--- src/verilog/fbc_pkg.sv ---
// fbc_pkg: constants and types for the flash boot and rewrite controller
package fbc_pkg;

  // ------------
  // register offsets on the plain register port
  // ------------
  localparam logic [7:0] REG_CTRL = 8'h00;
  localparam logic [7:0] REG_CMD = 8'h01;
  localparam logic [7:0] REG_ADDR_LO = 8'h02;
  localparam logic [7:0] REG_ADDR_HI = 8'h03;
  localparam logic [7:0] REG_DATA = 8'h04;
  localparam logic [7:0] REG_IRQ_STAT = 8'h05;
  localparam logic [7:0] REG_IRQ_MASK = 8'h06;
  localparam logic [7:0] REG_MODE = 8'h07;

  // ------------
  // control register fields
  // ------------
  localparam int CTRL_READY = 0;
  localparam int CTRL_REWRITE = 1;
  localparam int CTRL_TOP_EN = 2;
  localparam int CTRL_FRESET = 3;
  localparam int CTRL_USER_SEL = 5;
  localparam int CTRL_PERR = 6;
  localparam int CTRL_EERR = 7;

  // status register read by the read-status command
  localparam int SR_READY = 7;
  localparam int SR_EERR = 5;
  localparam int SR_PERR = 4;

  // event bits of the interrupt status register
  localparam int EV_DONE = 0;
  localparam int EV_PERR = 1;
  localparam int EV_EERR = 2;
  localparam int EV_REJECT = 3;
  localparam int EV_W = 4;

  // ------------
  // command codes
  // ------------
  localparam logic [7:0] CMD_READ_ARRAY = 8'hff;
  localparam logic [7:0] CMD_READ_STATUS = 8'h70;
  localparam logic [7:0] CMD_CLEAR_STATUS = 8'h50;
  localparam logic [7:0] CMD_PROGRAM = 8'h40;
  localparam logic [7:0] CMD_BLOCK_ERASE = 8'h20;

  // ------------
  // address map, pins, timing
  // ------------
  localparam logic [15:0] TOP_BLOCK_BASE = 16'hc000;
  localparam logic [15:0] BOOT_VEC_LO = 16'hfffc;
  localparam logic [15:0] BOOT_VEC_HI = 16'hfffd;
  localparam logic [11:0] BOOT_AREA_MASK = 12'hfff;
  localparam logic [1:0] PGM_NONE = 2'h0;
  localparam logic [1:0] PGM_PARALLEL = 2'h1;
  localparam logic [1:0] PGM_SERIAL = 2'h2;
  localparam int PIN_W = 6;
  localparam logic [1:0] STRAP_WAIT = 2'h3;
  localparam logic [7:0] RESET_BYTE = 8'h00;

  typedef enum logic [1:0] {ACC_NONE, ACC_PARALLEL, ACC_SERIAL, ACC_CPU} fbc_acc_t;
  typedef enum logic [1:0] {ST_IDLE, ST_PROG, ST_ERASE} fbc_state_t;
  typedef enum logic {RM_ARRAY, RM_STATUS} fbc_rmode_t;

endpackage : fbc_pkg

--- src/verilog/fbc_pin_sync.sv ---
// fbc_pin_sync: three-stage pin synchroniser that accepts a change once stages two and three agree
`timescale 1ns/1ps
`default_nettype none
module fbc_pin_sync
(
  input wire logic clk,
  input wire logic rst,
  input wire logic ce,
  input wire logic [fbc_pkg::PIN_W-1:0] pin,
  output logic [fbc_pkg::PIN_W-1:0] level
);

  logic [fbc_pkg::PIN_W-1:0] s1;
  logic [fbc_pkg::PIN_W-1:0] s2;
  logic [fbc_pkg::PIN_W-1:0] s3;

  genvar i;
  generate
    for (i = 0; i < fbc_pkg::PIN_W; i = i + 1)
    begin : g_bit
      // stages run through reset so a strap held across it is settled at release
      always_ff @(posedge clk)
      begin
        if (ce)
        begin
          s1[i] <= pin[i];
          s2[i] <= s1[i];
          s3[i] <= s2[i];
        end
      end
      always_ff @(posedge clk)
      begin
        if (rst)
          level[i] <= 1'b0;
        else if (ce && s2[i] == s3[i])
          level[i] <= s3[i];
      end
    end
  endgenerate

endmodule : fbc_pin_sync
`default_nettype wire

--- src/verilog/fbc_flash_ctrl.sv ---
// fbc_flash_ctrl: flash command sequencer, boot selection and rewrite protection
//
// Contract
// [RL1] three access modes: parallel programmer, serial programmer, CPU rewrite
// [RL2] program and erase start only from commands; five command codes exist
// [RL3] boot area is one 4 KB erase unit; user blocks erase separately
// [RL4] array read protection applies in programmer modes only
// [RL5] boot area is writable only in parallel programmer mode
// [RL6] boot select low at reset: normal mode, run from user area
// [RL7] boot select and strap high at reset: boot mode, vector at top addresses
// [RL8] in boot mode the user area can be rewritten
// [RL9] custom boot program present disables serial programmer mode
// [RL10] block erase address is the block's highest address
// [RL11] CPU rewrite mode may modify only the user area
// [RL12] no direct CPU array reads while rewrite mode is on
// [RL13] each byte programmed at most once between erasures
// [RL14] after erase error, clear status and retry erase at least three times
// [RL15] software tracks erase counts per block and spreads writes
// [RL16] rewrite bit sets only by zero then one written back to back
// [RL17] ready flag low during program or erase, high otherwise
// [RL18] read-array command enters array read mode until another command
// [RL19] rewrite-mode program or erase aimed at boot area is ignored
`timescale 1ns/1ps
`default_nettype none
module fbc_flash_ctrl
(
  input wire logic clk,
  input wire logic rst,
  input wire logic ce,
  input wire logic [7:0] reg_addr,
  input wire logic [7:0] reg_wdata,
  input wire logic reg_we,
  input wire logic reg_re,
  output logic [7:0] reg_rdata,
  input wire logic boot_select_pin,
  input wire logic boot_strap_pin,
  input wire logic [1:0] pgm_mode_pin,
  input wire logic boot_custom_pin,
  input wire logic rom_protect_pin,
  input wire logic pgm_we,
  input wire logic pgm_re,
  input wire logic pgm_boot,
  input wire logic [15:0] pgm_addr,
  input wire logic [7:0] pgm_wdata,
  output logic [7:0] pgm_rdata,
  output logic [15:0] fl_addr,
  output logic fl_boot,
  output logic [7:0] fl_wdata,
  output logic fl_prog,
  output logic fl_erase,
  input wire logic [7:0] fl_rdata,
  input wire logic fl_done,
  input wire logic fl_fail,
  output logic boot_mode,
  output logic fetch_enable,
  output logic fetch_from_boot,
  output logic [15:0] vec_addr_lo,
  output logic [15:0] vec_addr_hi,
  output logic ready_busy_flag,
  output logic irq
);

  // ------------
  // pin synchronisers and strap capture
  // ------------
  logic [fbc_pkg::PIN_W-1:0] pins;
  logic sel_s;
  logic strap_s;
  logic [1:0] pmode_s;
  logic custom_s;
  logic protect_s;
  logic [1:0] strap_cnt;
  logic strap_done;

  fbc_pin_sync u_sync
  (
    .clk(clk),
    .rst(rst),
    .ce(ce),
    .pin({rom_protect_pin, boot_custom_pin, pgm_mode_pin, boot_strap_pin, boot_select_pin}),
    .level(pins)
  );

  assign sel_s = pins[0];
  assign strap_s = pins[1];
  assign pmode_s = pins[3:2];
  assign custom_s = pins[4];
  assign protect_s = pins[5];

  // straps settle through the synchroniser before they are caught
  always_ff @(posedge clk)
  begin
    if (rst)
    begin
      strap_cnt <= 2'h0;
      strap_done <= 1'b0;
      boot_mode <= 1'b0;
    end
    else if (ce && !strap_done)
    begin
      if (strap_cnt == fbc_pkg::STRAP_WAIT)
      begin
        strap_done <= 1'b1;
        boot_mode <= sel_s && strap_s; // RL6 RL7
      end
      else
        strap_cnt <= strap_cnt + 2'h1;
    end
  end

  // ------------
  // control register
  // ------------
  logic rewrite_sel;
  logic rw_armed;
  logic top_en;
  logic freset;
  logic user_sel;
  logic perr;
  logic eerr;
  logic [15:0] addr_reg;
  logic [fbc_pkg::EV_W-1:0] ev_stat;
  logic [fbc_pkg::EV_W-1:0] ev_mask;
  logic ctrl_wr;

  assign ctrl_wr = reg_we && (reg_addr == fbc_pkg::REG_CTRL);

  always_ff @(posedge clk)
  begin
    if (rst)
    begin
      rewrite_sel <= 1'b0;
      rw_armed <= 1'b0;
      top_en <= 1'b0;
      freset <= 1'b0;
      user_sel <= 1'b0;
    end
    else if (ce)
    begin
      // any other write between the zero and the one breaks the arming
      if (reg_we)
        rw_armed <= ctrl_wr && !reg_wdata[fbc_pkg::CTRL_REWRITE]; // RL16
      if (ctrl_wr)
      begin
        if (!reg_wdata[fbc_pkg::CTRL_REWRITE])
          rewrite_sel <= 1'b0; // RL16
        else if (rw_armed)
          rewrite_sel <= 1'b1; // RL16
        top_en <= reg_wdata[fbc_pkg::CTRL_TOP_EN];
        freset <= reg_wdata[fbc_pkg::CTRL_FRESET];
        // area switch only means something in boot mode
        user_sel <= reg_wdata[fbc_pkg::CTRL_USER_SEL] && boot_mode;
      end
    end
  end

  always_ff @(posedge clk)
  begin
    if (rst)
      addr_reg <= 16'h0000;
    else if (ce && reg_we)
    begin
      if (reg_addr == fbc_pkg::REG_ADDR_LO)
        addr_reg[7:0] <= reg_wdata;
      else if (reg_addr == fbc_pkg::REG_ADDR_HI)
        addr_reg[15:8] <= reg_wdata;
    end
  end

  // ------------
  // access mode and command source
  // ------------
  fbc_pkg::fbc_acc_t acc;
  logic host_pgm;
  logic ctl_reset;
  logic pend;
  logic pend_erase;
  logic c_first;
  logic c_second;
  logic [7:0] c_code;
  logic [15:0] c_addr;
  logic [7:0] c_data;
  logic c_boot;
  logic c_allowed;
  fbc_pkg::fbc_state_t state;
  fbc_pkg::fbc_rmode_t rmode;

  always_comb
  begin
    if (pmode_s == fbc_pkg::PGM_PARALLEL)
      acc = fbc_pkg::ACC_PARALLEL; // RL1
    else if (pmode_s == fbc_pkg::PGM_SERIAL && !custom_s)
      acc = fbc_pkg::ACC_SERIAL; // RL1 RL9
    else if (rewrite_sel)
      acc = fbc_pkg::ACC_CPU; // RL1
    else
      acc = fbc_pkg::ACC_NONE;
  end

  assign host_pgm = (acc == fbc_pkg::ACC_PARALLEL) || (acc == fbc_pkg::ACC_SERIAL);
  assign ctl_reset = freset && rewrite_sel;

  // first cycle carries the command code, second the address and data
  assign c_first = host_pgm ? (pgm_we && !pend)
                 : (acc == fbc_pkg::ACC_CPU && reg_we && reg_addr == fbc_pkg::REG_CMD); // RL2
  assign c_second = host_pgm ? (pgm_we && pend)
                  : (acc == fbc_pkg::ACC_CPU && pend && reg_we && reg_addr == fbc_pkg::REG_DATA);
  assign c_code = host_pgm ? pgm_wdata : reg_wdata;
  assign c_addr = host_pgm ? pgm_addr : addr_reg; // RL10
  assign c_data = host_pgm ? pgm_wdata : reg_wdata;
  assign c_boot = host_pgm ? pgm_boot : (boot_mode && !user_sel);

  always_comb
  begin
    if (c_boot)
      c_allowed = (acc == fbc_pkg::ACC_PARALLEL); // RL5 RL11 RL19
    else if (acc == fbc_pkg::ACC_CPU && c_addr >= fbc_pkg::TOP_BLOCK_BASE)
      c_allowed = top_en;
    else
      c_allowed = 1'b1; // RL8
  end

  // ------------
  // command sequencer
  // ------------
  logic start_prog;
  logic start_erase;
  logic op_end;
  logic reject;

  assign start_prog = c_second && !pend_erase && c_allowed && state == fbc_pkg::ST_IDLE;
  assign start_erase = c_second && pend_erase && c_allowed && state == fbc_pkg::ST_IDLE;
  assign op_end = state != fbc_pkg::ST_IDLE && fl_done;
  assign reject = c_second && !(start_prog || start_erase);

  always_ff @(posedge clk)
  begin
    if (rst || ctl_reset)
    begin
      state <= fbc_pkg::ST_IDLE;
      pend <= 1'b0;
      pend_erase <= 1'b0;
    end
    else if (ce)
    begin
      if (c_second)
        pend <= 1'b0;
      else if (c_first && (c_code == fbc_pkg::CMD_PROGRAM || c_code == fbc_pkg::CMD_BLOCK_ERASE))
      begin
        pend <= 1'b1;
        pend_erase <= (c_code == fbc_pkg::CMD_BLOCK_ERASE);
      end
      case (state)
        fbc_pkg::ST_IDLE:
        begin
          if (start_prog)
            state <= fbc_pkg::ST_PROG; // RL2
          else if (start_erase)
            state <= fbc_pkg::ST_ERASE; // RL2 RL3
        end
        default:
        begin
          if (fl_done)
            state <= fbc_pkg::ST_IDLE;
        end
      endcase
    end
  end

  // read mode follows the latest command; starting an operation shows status
  always_ff @(posedge clk)
  begin
    if (rst || ctl_reset)
      rmode <= fbc_pkg::RM_ARRAY;
    else if (ce)
    begin
      if (c_first && c_code == fbc_pkg::CMD_READ_ARRAY)
        rmode <= fbc_pkg::RM_ARRAY; // RL18
      else if (c_first && c_code == fbc_pkg::CMD_READ_STATUS)
        rmode <= fbc_pkg::RM_STATUS;
      else if (start_prog || start_erase)
        rmode <= fbc_pkg::RM_STATUS;
    end
  end

  // error flags: a failure in the same cycle as clear keeps the flag
  always_ff @(posedge clk)
  begin
    if (rst)
    begin
      perr <= 1'b0;
      eerr <= 1'b0;
    end
    else if (ce)
    begin
      if (op_end && fl_fail && state == fbc_pkg::ST_PROG)
        perr <= 1'b1;
      else if (c_first && c_code == fbc_pkg::CMD_CLEAR_STATUS)
        perr <= 1'b0;
      if (op_end && fl_fail && state == fbc_pkg::ST_ERASE)
        eerr <= 1'b1; // RL14
      else if (c_first && c_code == fbc_pkg::CMD_CLEAR_STATUS)
        eerr <= 1'b0; // RL14
    end
  end

  // ------------
  // flash array port
  // ------------
  // the array has no overwrite guard; single programming per erase is up to software
  always_ff @(posedge clk)
  begin
    if (rst)
    begin
      fl_addr <= 16'h0000;
      fl_boot <= 1'b0;
      fl_wdata <= fbc_pkg::RESET_BYTE;
      fl_prog <= 1'b0;
      fl_erase <= 1'b0;
    end
    else if (ce)
    begin
      fl_prog <= start_prog; // RL13
      fl_erase <= start_erase; // RL3 RL10
      if (state == fbc_pkg::ST_IDLE)
      begin
        fl_addr <= c_addr;
        fl_boot <= c_boot;
        if (start_prog)
          fl_wdata <= c_data;
      end
    end
  end

  assign ready_busy_flag = (state == fbc_pkg::ST_IDLE); // RL17

  // ------------
  // boot fetch control
  // ------------
  always_ff @(posedge clk)
  begin
    if (rst)
    begin
      fetch_enable <= 1'b0;
      fetch_from_boot <= 1'b0;
    end
    else if (ce)
    begin
      fetch_enable <= strap_done && !rewrite_sel; // RL12
      fetch_from_boot <= boot_mode && !user_sel; // RL6 RL7
    end
  end

  assign vec_addr_lo = fbc_pkg::BOOT_VEC_LO; // RL7
  assign vec_addr_hi = fbc_pkg::BOOT_VEC_HI; // RL7

  // ------------
  // interrupt status and mask
  // ------------
  logic [fbc_pkg::EV_W-1:0] ev_set;
  logic [fbc_pkg::EV_W-1:0] ev_clr;

  always_comb
  begin
    ev_set = '0;
    ev_set[fbc_pkg::EV_DONE] = op_end;
    ev_set[fbc_pkg::EV_PERR] = op_end && fl_fail && state == fbc_pkg::ST_PROG;
    ev_set[fbc_pkg::EV_EERR] = op_end && fl_fail && state == fbc_pkg::ST_ERASE;
    ev_set[fbc_pkg::EV_REJECT] = reject; // RL19
    ev_clr = (reg_we && reg_addr == fbc_pkg::REG_IRQ_STAT) ? reg_wdata[fbc_pkg::EV_W-1:0] : '0;
  end

  always_ff @(posedge clk)
  begin
    if (rst)
    begin
      ev_stat <= '0;
      ev_mask <= '0;
    end
    else if (ce)
    begin
      ev_stat <= (ev_stat & ~ev_clr) | ev_set;
      if (reg_we && reg_addr == fbc_pkg::REG_IRQ_MASK)
        ev_mask <= reg_wdata[fbc_pkg::EV_W-1:0];
    end
  end

  assign irq = |(ev_stat & ev_mask);

  // ------------
  // read paths
  // ------------
  logic [7:0] status_byte;
  logic [7:0] ctrl_byte;
  logic [7:0] data_byte;

  always_comb
  begin
    status_byte = '0;
    status_byte[fbc_pkg::SR_READY] = ready_busy_flag;
    status_byte[fbc_pkg::SR_EERR] = eerr;
    status_byte[fbc_pkg::SR_PERR] = perr;
    ctrl_byte = '0;
    ctrl_byte[fbc_pkg::CTRL_READY] = ready_busy_flag; // RL17
    ctrl_byte[fbc_pkg::CTRL_REWRITE] = rewrite_sel;
    ctrl_byte[fbc_pkg::CTRL_TOP_EN] = top_en;
    ctrl_byte[fbc_pkg::CTRL_FRESET] = freset;
    ctrl_byte[fbc_pkg::CTRL_USER_SEL] = user_sel;
    ctrl_byte[fbc_pkg::CTRL_PERR] = perr;
    ctrl_byte[fbc_pkg::CTRL_EERR] = eerr;
    // CPU rewrite mode reads the array only through the command path, unprotected
    data_byte = (rmode == fbc_pkg::RM_ARRAY) ? fl_rdata : status_byte; // RL4 RL18
  end

  always_ff @(posedge clk)
  begin
    if (rst)
      reg_rdata <= fbc_pkg::RESET_BYTE;
    else if (ce)
    begin
      if (!reg_re)
        reg_rdata <= fbc_pkg::RESET_BYTE;
      else if (reg_addr == fbc_pkg::REG_CTRL)
        reg_rdata <= ctrl_byte;
      else if (reg_addr == fbc_pkg::REG_ADDR_LO)
        reg_rdata <= addr_reg[7:0];
      else if (reg_addr == fbc_pkg::REG_ADDR_HI)
        reg_rdata <= addr_reg[15:8];
      else if (reg_addr == fbc_pkg::REG_DATA)
        reg_rdata <= (acc == fbc_pkg::ACC_CPU) ? data_byte : fbc_pkg::RESET_BYTE; // RL12
      else if (reg_addr == fbc_pkg::REG_IRQ_STAT)
        reg_rdata <= {{(8 - fbc_pkg::EV_W){1'b0}}, ev_stat};
      else if (reg_addr == fbc_pkg::REG_IRQ_MASK)
        reg_rdata <= {{(8 - fbc_pkg::EV_W){1'b0}}, ev_mask};
      else if (reg_addr == fbc_pkg::REG_MODE)
        reg_rdata <= {3'h0, strap_done, boot_mode, rmode == fbc_pkg::RM_STATUS, acc};
      else
        reg_rdata <= fbc_pkg::RESET_BYTE;
    end
  end

  // programmer reads: protected code reads back as zero
  always_ff @(posedge clk)
  begin
    if (rst)
      pgm_rdata <= fbc_pkg::RESET_BYTE;
    else if (ce)
    begin
      if (!pgm_re || !host_pgm)
        pgm_rdata <= fbc_pkg::RESET_BYTE;
      else if (rmode == fbc_pkg::RM_STATUS)
        pgm_rdata <= status_byte;
      else if (protect_s)
        pgm_rdata <= fbc_pkg::RESET_BYTE; // RL4
      else
        pgm_rdata <= fl_rdata;
    end
  end

endmodule : fbc_flash_ctrl
`default_nettype wire

--- config.mk ---
export PLATFORM = sky130hd
export DESIGN_NAME = fbc_flash_ctrl
export DESIGN_NICKNAME = d
export VERILOG_FILES = /design/src/verilog/fbc_pkg.sv /design/src/verilog/fbc_pin_sync.sv /design/src/verilog/fbc_flash_ctrl.sv
export SDC_FILE = /design/constraint.sdc
export NUM_CORES = 1
export LEC_CHECK = 0
export ABC_AREA = 1
export BUFFER_PORTS_ARGS = -buffer_cell sky130_fd_sc_hd__buf_2
export CAP_MARGIN = 5
export CORE_MARGIN = 3
export CORE_UTILIZATION = 47
export CTS_CLUSTER_SIZE = 40
export DETAILED_ROUTE_END_ITERATION = 12
export PLACE_DENSITY = 0.76
export RECOVER_POWER = 25
export SKIP_LAST_GASP = 1
export SLEW_MARGIN = 25
export SYNTH_ARGS = -nofsm -noshare
export SYNTH_HDL_FRONTEND = slang
export SYNTH_SLANG_ARGS = --single-unit
--- constraint.sdc ---
create_clock -name clk -period 2 [get_ports clk]
set_input_delay 0.3 -clock clk [delete_from_list [all_inputs] [get_ports clk]]
set_output_delay 0.3 -clock clk [all_outputs]
set_load 0.1 [all_outputs]
* Yosys cells after proc, flatten, opt, wreduce, memory -nomap -nowiden *
Cells that the tools add are included.

storage, ports and cells
  flip-flop bits (word level) = 109
  latch bits = 0
  RAM bits = 0
  ROM bits = 0
  input bits = 64
  output and inout port bits = 80
  word-level logic and storage cells = 207
  memories kept = 0

operators by class
  add/subtract/negate cells = 1
  multiply operators = 0
  div/mod/pow operators = 0
  order comparisons = 1
  equal/unequal tests = 28
  shifts and indexed selects = 0
  muxes and demuxes = 38
  bitwise gates (word level) = 7
  reduce and logical (&&, ||, !) cells = 81

operators with widths
  operator                count
  $mux W8                 11
  $logic_and A1 B1 Y1     41
  $eq A8 B3 Y1 const B    4
  $eq A8 B7 Y1 const B    3
  $reduce_and A2 Y1       11
  $eq A8 B2 Y1 const B    2
  $ge A16 B16 Y1 const B  1
  $mux W16                1
  $mux W1                 15
  $mux W5                 3
  $reduce_and A3 Y1       5
  $mux W2                 7
  $eq A2 B2 Y1 const B    5
  $logic_not A1 Y1        10
  $reduce_bool A2 Y1      5
  $and A4 B4 Y4           2
  $eq A8 B1 Y1 const B    1
  $eq A8 B6 Y1 const B    1
  $eq A8 B8 Y1 const B    1
  $logic_not A8 Y1        1
  $eq A1 B1 Y1            6
  $eq A2 B1 Y1 const B    3
  $logic_or A1 B1 Y1      5
  $mux W4                 1
  9 further kinds         11

* Longest topological paths before layout *
Gate-level depths: netlist of run 1.

  depth after elaboration = 17
  depth in mapped cells = 17
  depth with buffers taken out = 16

* Hierarchy *
From an unflattened synthesis of run 1, not the netlist that was laid out.

second synthesis, totals
  cells, all modules = 724
  area total of the unflattened synthesis = 5310.1 um^2

by module, submodules not included
  module          times used  cells each  area each (um^2)  sequential area each (um^2)
  fbc_flash_ctrl  1           644         4409.2            1701.6
  fbc_pin_sync    1           80          900.9             660.6

* Least setup slack after synthesis of run 1 *
No wires, ideal clock.

  kind = flip-flop to output port
  from = reg ev_mask[0] in the netlist's numbering
  to = out irq
  data arrival time = 1894 ps
  data required time = 1700 ps
  setup slack = -194 ps
  cell stages (with the launch flop) = 3
  path buffers = 0
  cells stage by stage = dfxtp_1 > inv_1 > o2111ai_1

between the ends
  word-level cells in the longest chain between the ends = 2

ends and longest elaborated chain
  element                 RTL line               source
  start, declared         fbc_flash_ctrl.sv:123  logic [fbc_pkg::EV_W-1:0] ev_mask;
  start signal, assigned  fbc_flash_ctrl.sv:384  ev_mask <= reg_wdata[fbc_pkg::EV_W-1:0];
  $and A4 B4 Y4           fbc_flash_ctrl.sv:388  assign irq = |(ev_stat & ev_mask);
  $reduce_or A4 Y1        fbc_flash_ctrl.sv:388
  end, declared           fbc_flash_ctrl.sv:60   output logic irq

No other way between the ends.

* Worst setup path in the final report of run 1 *
  from = reg u_sync.level[2] in the netlist's numbering
  to = reg pend_erase

between the ends
  word-level cells in the longest chain between the ends = 11
  elaborated cells on any way between the ends = 23
  classes of those cells = eq/ne (7); mux (5); bitwise (1); reduce/logical (10)

ends and longest elaborated chain
  element                                                           RTL line                                      source
  start, declared                                                   fbc_pin_sync.sv:10                            output logic [fbc_pkg::PIN_W-1:0] level
  start signal, assigned by index                                   fbc_pin_sync.sv:36                            level[i] <= s3[i];
  $eq A2 B2 Y1                                                      fbc_flash_ctrl.sv:192                         else if (pmode_s == fbc_pkg::PGM_SERIAL && !custom_s)
  $logic_and A1 B1 Y1                                               fbc_flash_ctrl.sv:192
  $mux W2                                                           fbc_flash_ctrl.sv:192
  $mux W2 (*)                                                       fbc_flash_ctrl.sv:190                         if (pmode_s == fbc_pkg::PGM_PARALLEL)
  $eq A2 B1 Y1, or another cell as far along                        fbc_flash_ctrl.sv:200                         assign host_pgm = (acc == fbc_pkg::ACC_PARALLEL) || (acc == fbc_pkg::ACC_SERIAL);
  $logic_or A1 B1 Y1 / $logic_and A1 B1 Y1 (equally long branches)  fbc_flash_ctrl.sv:200, fbc_flash_ctrl.sv:207
  $mux W8 / $logic_and A1 B1 Y1 (equally long branches)             fbc_flash_ctrl.sv:208, fbc_flash_ctrl.sv:207
  $eq A8 B7 Y1, or another cell as far along                        fbc_flash_ctrl.sv:248                         else if (c_first && (c_code == fbc_pkg::CMD_PROGRAM || c_code == fbc_pkg::CMD_BLOCK_ERASE))
  $logic_or A1 B1 Y1 / $mux W1 (equally long branches)              fbc_flash_ctrl.sv:248, fbc_flash_ctrl.sv:206
  $logic_and A1 B1 Y1 / $not A1 Y1 (equally long branches)          --
  $reduce_and A3 Y1 (no line)                                       --
  end signal, assigned                                              fbc_flash_ctrl.sv:251                         pend_erase <= (c_code == fbc_pkg::CMD_BLOCK_ERASE);
  end, declared                                                     fbc_flash_ctrl.sv:177                         logic pend_erase;

Every way passes the cells marked *; elsewhere a longest branch is shown, timed or not.
A chain may end at the register's enable or synchronous reset.

==> impl_metrics.csv, run 1 <==
group,metric,value,unit
status,status,"finished, violations left",
status,failed_checks,"setup timing",
worst_setup_path,reg2reg_from,"u_sync.level[2]",
cts,root_buffer,"clkbuf_8",
worst_setup_path,critPathCapture,"pend_erase",
yosys,syn_inst,676,
placement,place_inst,930,
drt,ant_nets,0,
drt,totalWireLength,15300,um
timing,skew,0.00814,ns
timing,rsz0062_at_grt,"yes",
die,die_h,111,um
worst_setup_path,startpoint,"u_sync.level[2]",
yosys,async_flop_share,0,%
die,die_x,111,um
final_layout,final_core_util,61.0,%
final_layout,antenna_cells,0,
timing,finalHoldViolations,0,
timing,setup-violations-final,15,
power,p_total,4.75,mW
global_route,grt_overflow_total,0,
worst_setup_path,rr_endpoint,"pend_erase",
final_layout,final_common_cell,"nand2_1",
power,p_leak,2.82,nW
cts,path_clk_slew,0.10,ns
timing,slew_viol_final,0,
cts,htree_levels,3,
cts,clkLatencyLatePin,0.38,ns
final_layout,instances_no_fill,951,
cts,cts_buffer_depth,2,
timing,worst_pin_slew,0.949,ns
timing,timing.final.ws_setup,-0.173,ns
die,coreArea,10600,um2
placement,dp_slack,-0.164,ns
drt,drc,0,
worst_setup_path,worstPathRequired,2.30,ns
final_layout,drive_above_1_share,29.8,%
flow_run,drv_cap,0,
yosys,ys_seq_elements,109,
timing,fmax,460,MHz
global_route,grt_pass1_vias,4732,
timing,holdWs,0.0901,ns
yosys,ys_seq_area_share,45.4,%
global_route,track_usage,23.5,%
worst_setup_path,end_kind,"flop",
power,vdd_drop_max,0.391,mV
drt,first_pass_iters,6,
cts,cts_buffers,9,
worst_setup_path,critPathMaxFanout,8,
global_route,grt_max_degree,50,
global_route,antenna_found_initial,0,
worst_setup_path,worstSetupPathType,"reg2reg",
yosys,syn-cell-area,5210,um2
cts,clock-sinks,109,
drt,vias,5030,
final_layout,areaGrowthSynthToFinish,23.7,%
hold_path,hold_path.class,"in2reg",
yosys,avgSynthCellArea,7.70,um2
die,initial_core_util,49.3,%
final_layout,finalNetCount,876,
die,rows,37,
worst_setup_path,startpoint_type,"flop",
die,dieArea,12400,um2
final_layout,most-common-layout-cells,"135 x nand2_1, 111 x buf_2, 87 x dfxtp_1, 80 x a21oi_1, 57 x o21ai_0",
global_route,grt_pass1_wl,23600,um
worst_setup_path,critical_path_arrival,2.48,ns
placement,place.gp.congestion,0.918,
timing,slew_headroom,36.7,%
die,io_pins,144,
yosys,yosys_warnings,0,
worst_setup_path,reg2regPathDepth,11,
placement,dp_hpwl,11600,um
drt,drtIter0Drc,508,
power,powerDensity,737,nW/um2
cts,cts_tree,"done",
timing,period_minus_slack,2.17,ns
drt,wl_per_cell,16.1,um
drt,viasPerCell,5.29,
placement,port_buffers,111,
yosys,synth_edf_count,18,
worst_setup_path,r2r_slack,-0.17,ns
yosys,yosysUniqueCellTypes,42,
timing,period_share,109,%
yosys,synthFlopType,"dfxtp_1",
-- report_power, final --
group          switching [mW]  internal [mW]  total, mW
Clock                   0.797          0.550       1.35
Sequential             0.0332           2.30       2.33
Combinational           0.815          0.259       1.07
-- area by class of cell --
cell class | instances | area (um2)
multi-input combinational | 476 | 2550
tap | 136 | 170
clock inverter | 6 | 51.3
inverter | 62 | 245
sequential | 109 | 2370
clock buffer | 10 | 149
timing repair buffer | 152 | 901
fill | 952 | 4110
-- how the worst min path moves through the flow --
stage / cells after the start / endpoint / from / slack [ns]
CTS: 1 / u_sync.s1[5] / rom_protect_pin / 0.08
floorplan: 0 / u_sync.s1[0] / boot_select_pin / 0.40
global placement: 0 / u_sync.s2[0] / u_sync.s1[0] / 0.41
finish: 1 / u_sync.s1[2] / pgm_mode_pin[0] / 0.09
global route: 1 / u_sync.s1[3] / pgm_mode_pin[1] / 0.08
detailed placement: 0 / u_sync.s2[3] / u_sync.s1[3] / 0.41
-- critical path, cell delays in order, from the launching register on --
cell and delay, ns:
dfxtp_4 0.38, nor3_4 0.20, o21ai_2 0.10, ha_4 0.34, inv_6 0.06, buf_6 0.12, or2_4 0.24, o21ai_4 0.09
nand2_2 0.12, nor3b_4 0.26, nor2_4 0.07, a211oi_2 0.13
-- kinds of logic (layout without fill, tap and decap cells) --
| kind of cell | after synthesis | count (layout) | synth area share [%] |
|---|---|---|---|
| AOI/OAI and AO/OA | 180 | 180 | 19.2 |
| other | 2 | 32 | 0.144 |
| adders and majority gates | 2 | 2 | 0.480 |
| DFF | 109 | 109 | 45.4 |
| buffers and inverters | 121 | 230 | 12.0 |
| and+or+nand+nor | 262 | 262 | 22.8 |
-- Yosys cell counts, types with 8 or more instances --
cell type  number  area [um2]
nand2_1       145         544
dfxtp_1        91        1820
a21oi_1        82         410
o21ai_0        60         300
inv_1          54         203
nor2_1         49         184
buf_4          33         248
nand3_1        24         120
edfxtp_1       18         541
clkbuf_1       14        52.6
a31oi_1        13        81.3
nand4_1        12        75.1
inv_2           8        30.0
-- repair_timing --
item / in CTS / in global routing
hold buffers: 0 / 0
cloned: 0 / 1
pin swaps: 2 / 12
setup endpoints to repair: 20 / 28
setup buffers: 1 / 4
gates resized for setup: 13 / 49
-- layer usage --
metal | up-vias | part of all wire (%) | GRT usage [%]
li1 | 2458 | - | -
met1 | 2353 | 44 | 31.9
met2 | 191 | 48 | 39.2
met3 | 28 | 6.5 | 3.11
met4 | 0 | 1.9 | 6.97
met5 | - | 0 | 0
-- through the flow --
step,area (um2),TNS [ns]
final,6440,-1.34
after global routing,6440,-4.02
after CTS,6220,-1.45
after detailed placement,5970,-1.62
after global placement,5970,-0.492
after floorplan,5350,0
(Power assumes the default switching activity.)
==> run 2: changes to the inputs <==
--- a/config.mk
+++ b/config.mk
@@ -12,7 +12,7 @@
 export CORE_UTILIZATION = 47
 export CTS_CLUSTER_SIZE = 40
 export DETAILED_ROUTE_END_ITERATION = 12
-export PLACE_DENSITY = 0.76
+export PLACE_DENSITY = 0.81
 export RECOVER_POWER = 25
 export SKIP_LAST_GASP = 1
 export SLEW_MARGIN = 25
==> impl_metrics.csv, run 2 (synthesized netlist as in run 1, its figures left out) <==
group,metric,value,unit
placement,port_buffers,111,
global_route,grt_pass1_wl,22500,um
timing,slew_headroom,44.3,%
drt,viasPerCell,5.32,
drt,vias,5077,
die,dieArea,12400,um2
drt,drtIter0Drc,569,
power,powerDensity,741,nW/um2
final_layout,areaGrowthSynthToFinish,24.7,%
cts,cts_buffer_depth,2,
power,vdd_drop_max,0.514,mV
worst_setup_path,crit_buf_inv,2,
worst_setup_path,slowest_delay,0.37,ns
hold_path,holdPathStages,1,
timing,period_share,108,%
global_route,grt_max_degree,39,
worst_setup_path,critPathMaxFanout,7,
worst_setup_path,crit_slowest_cell,"dfxtp_4",
worst_setup_path,path_cells,"nor3_4 > o21a_1 > ha_4 > buf_12 > nand2_2 > o21ai_2 > nand3_2 > nand3_2 > nor2_4 > nand2_4 > buf_6 > nand2_4 > a21oi_2",
worst_setup_path,startpoint_type,"flop",
hold_path,hold-path-endpoint,"u_sync.s1[0]",
timing,slew_viol_final,0,
worst_setup_path,critical_path_arrival,2.42,ns
timing,timing.final.ws_setup,-0.157,ns
cts,root_buffer,"clkbuf_8",
timing,fmax,464,MHz
flow_run,drv_cap,0,
final_layout,most-common-layout-cells,"128 x nand2_1, 110 x buf_2, 87 x dfxtp_1, 79 x a21oi_1, 54 x o21ai_0",
hold_path,worstHoldStart,"boot_select_pin",
cts,cts_buffers,9,
worst_setup_path,startpoint,"u_sync.level[2]",
timing,setup-violations-final,24,
worst_setup_path,reg2regPathDepth,13,
final_layout,drive_above_1_share,30.8,%
global_route,track_usage,22.4,%
global_route,antenna_found_initial,1,
die,die_x,111,um
power,p_total,4.81,mW
power,p_leak,2.84,nW
cts,clock-sinks,109,
timing,skew,0.0183,ns
worst_setup_path,reg2reg_from,"u_sync.level[2]",
global_route,grt_pass1_vias,4595,
worst_setup_path,critPathTopFamily,"simple AND/OR/NAND/NOR gates",
drt,totalWireLength,14700,um
die,io_pins,144,
cts,clkLatencyLatePin,0.39,ns
placement,place.gp.congestion,1.01,
die,die_h,111,um
drt,wl_per_cell,15.4,um
worst_setup_path,rr_endpoint,"fl_wdata[3]",
drt,drc,0,
timing,period_minus_slack,2.16,ns
placement,dp_hpwl,10800,um
worst_setup_path,worstSetupPathType,"reg2reg",
worst_setup_path,worstPathRequired,2.27,ns
die,rows,37,
status,status,"finished, violations left",
timing,worst_pin_slew,0.835,ns
worst_setup_path,r2r_slack,-0.16,ns
final_layout,final_core_util,61.5,%
die,coreArea,10600,um2
timing,holdWs,0.0945,ns
final_layout,finalNetCount,878,
placement,dp_slack,-0.145,ns
timing,rsz0062_at_grt,"yes",
hold_path,hold_path.class,"in2reg",
final_layout,final_common_cell,"nand2_1",
cts,htree_levels,3,
drt,ant_nets,0,
die,initial_core_util,49.3,%
global_route,grt_overflow_total,0,
worst_setup_path,end_kind,"flop",
status,failed_checks,"setup timing",
drt,first_pass_iters,7,
timing,finalHoldViolations,0,
cts,path_clk_slew,0.10,ns
cts,cts_tree,"done",
-- run 2: cell types whose count changed in the layout (fill, tap and decap cells not counted), moves of 2 or more --
cell / before / now
nand2_1: 135 / 128
nand2_2: 13 / 19
nor2_2: 4 / 6
nor2_4: 11 / 9
o21ai_0: 57 / 54
o21ai_1: 2 / 4
o21ai_4: 6 / 8
-- run 2: layout make-up --
| cell class | instances | area [um2] |
|---|---|---|
| fill | 941 | 4060 |
| multi-input combinational | 476 | 2580 |
| sequential | 109 | 2370 |
| timing repair buffer | 153 | 916 |
| inverter | 62 | 245 |
| tap | 136 | 170 |
| clock buffer | 9 | 124 |
| clock inverter | 7 | 81.3 |
| timing repair inverter | 1 | 6.26 |
| antenna | 1 | 2.50 |
-- run 2: power breakdown --
part	internal [mW]	total, mW	switching (mW)	leakage (nW)
Sequential	2.30	2.33	0.0307	0.916
Clock	0.599	1.40	0.798	0.106
Combinational	0.271	1.09	0.819	1.82
Total	3.17	4.81	1.65	2.84
-- run 2: routing by layer --
metal / GRT usage [%] / up-vias / part of all wire, % / wire length [um]
met5: 0 / - / 0 / 0
met4: 8.11 / 0 / 3.1 / 455
li1: - / 2465 / - / -
met3: 4.91 / 32 / 9.7 / 1420
met2: 36.0 / 266 / 46 / 6790
met1: 29.6 / 2314 / 41 / 6040
-- run 2: stage by stage --
stage               instances  cell area [um2]  TNS [ns]
floorplan                 706             5350         0
global placement          926             5950    -0.474
detailed placement        926             5950     -1.46
CTS                       943             6200     -1.36
global route              954             6490     -5.19
finish                    954             6490     -2.11
-- run 2: worst reg2reg max path, delay by kind of cell (launching register included) --
kind	cells	cell delay, ns
AOI/OAI and AO/OA	3	0.33
adders and majority gates	1	0.26
buffers and inverters	2	0.30
DFF	1	0.37
and+or+nand+nor	7	0.78
-- run 2: worst max path at each step --
stage / endpoint / slack [ns] / depth (start not counted)
after floorplan: fl_wdata[1] / 0.02 / 16
after global placement: state[0] / -0.06 / 11
after detailed placement: fl_wdata[5] / -0.15 / 14
after CTS: state[0] / -0.13 / 13
after global routing: state[0] / -0.26 / 12
final: fl_wdata[3] / -0.16 / 13
-- run 2: repair_timing --
action	4_1_cts	5_1_grt
hold buffers	0	0
buffers inserted	0	9
gates resized for setup	15	59
setup endpoints to repair	17	18
gates cloned	1	1
pin swaps	0	15
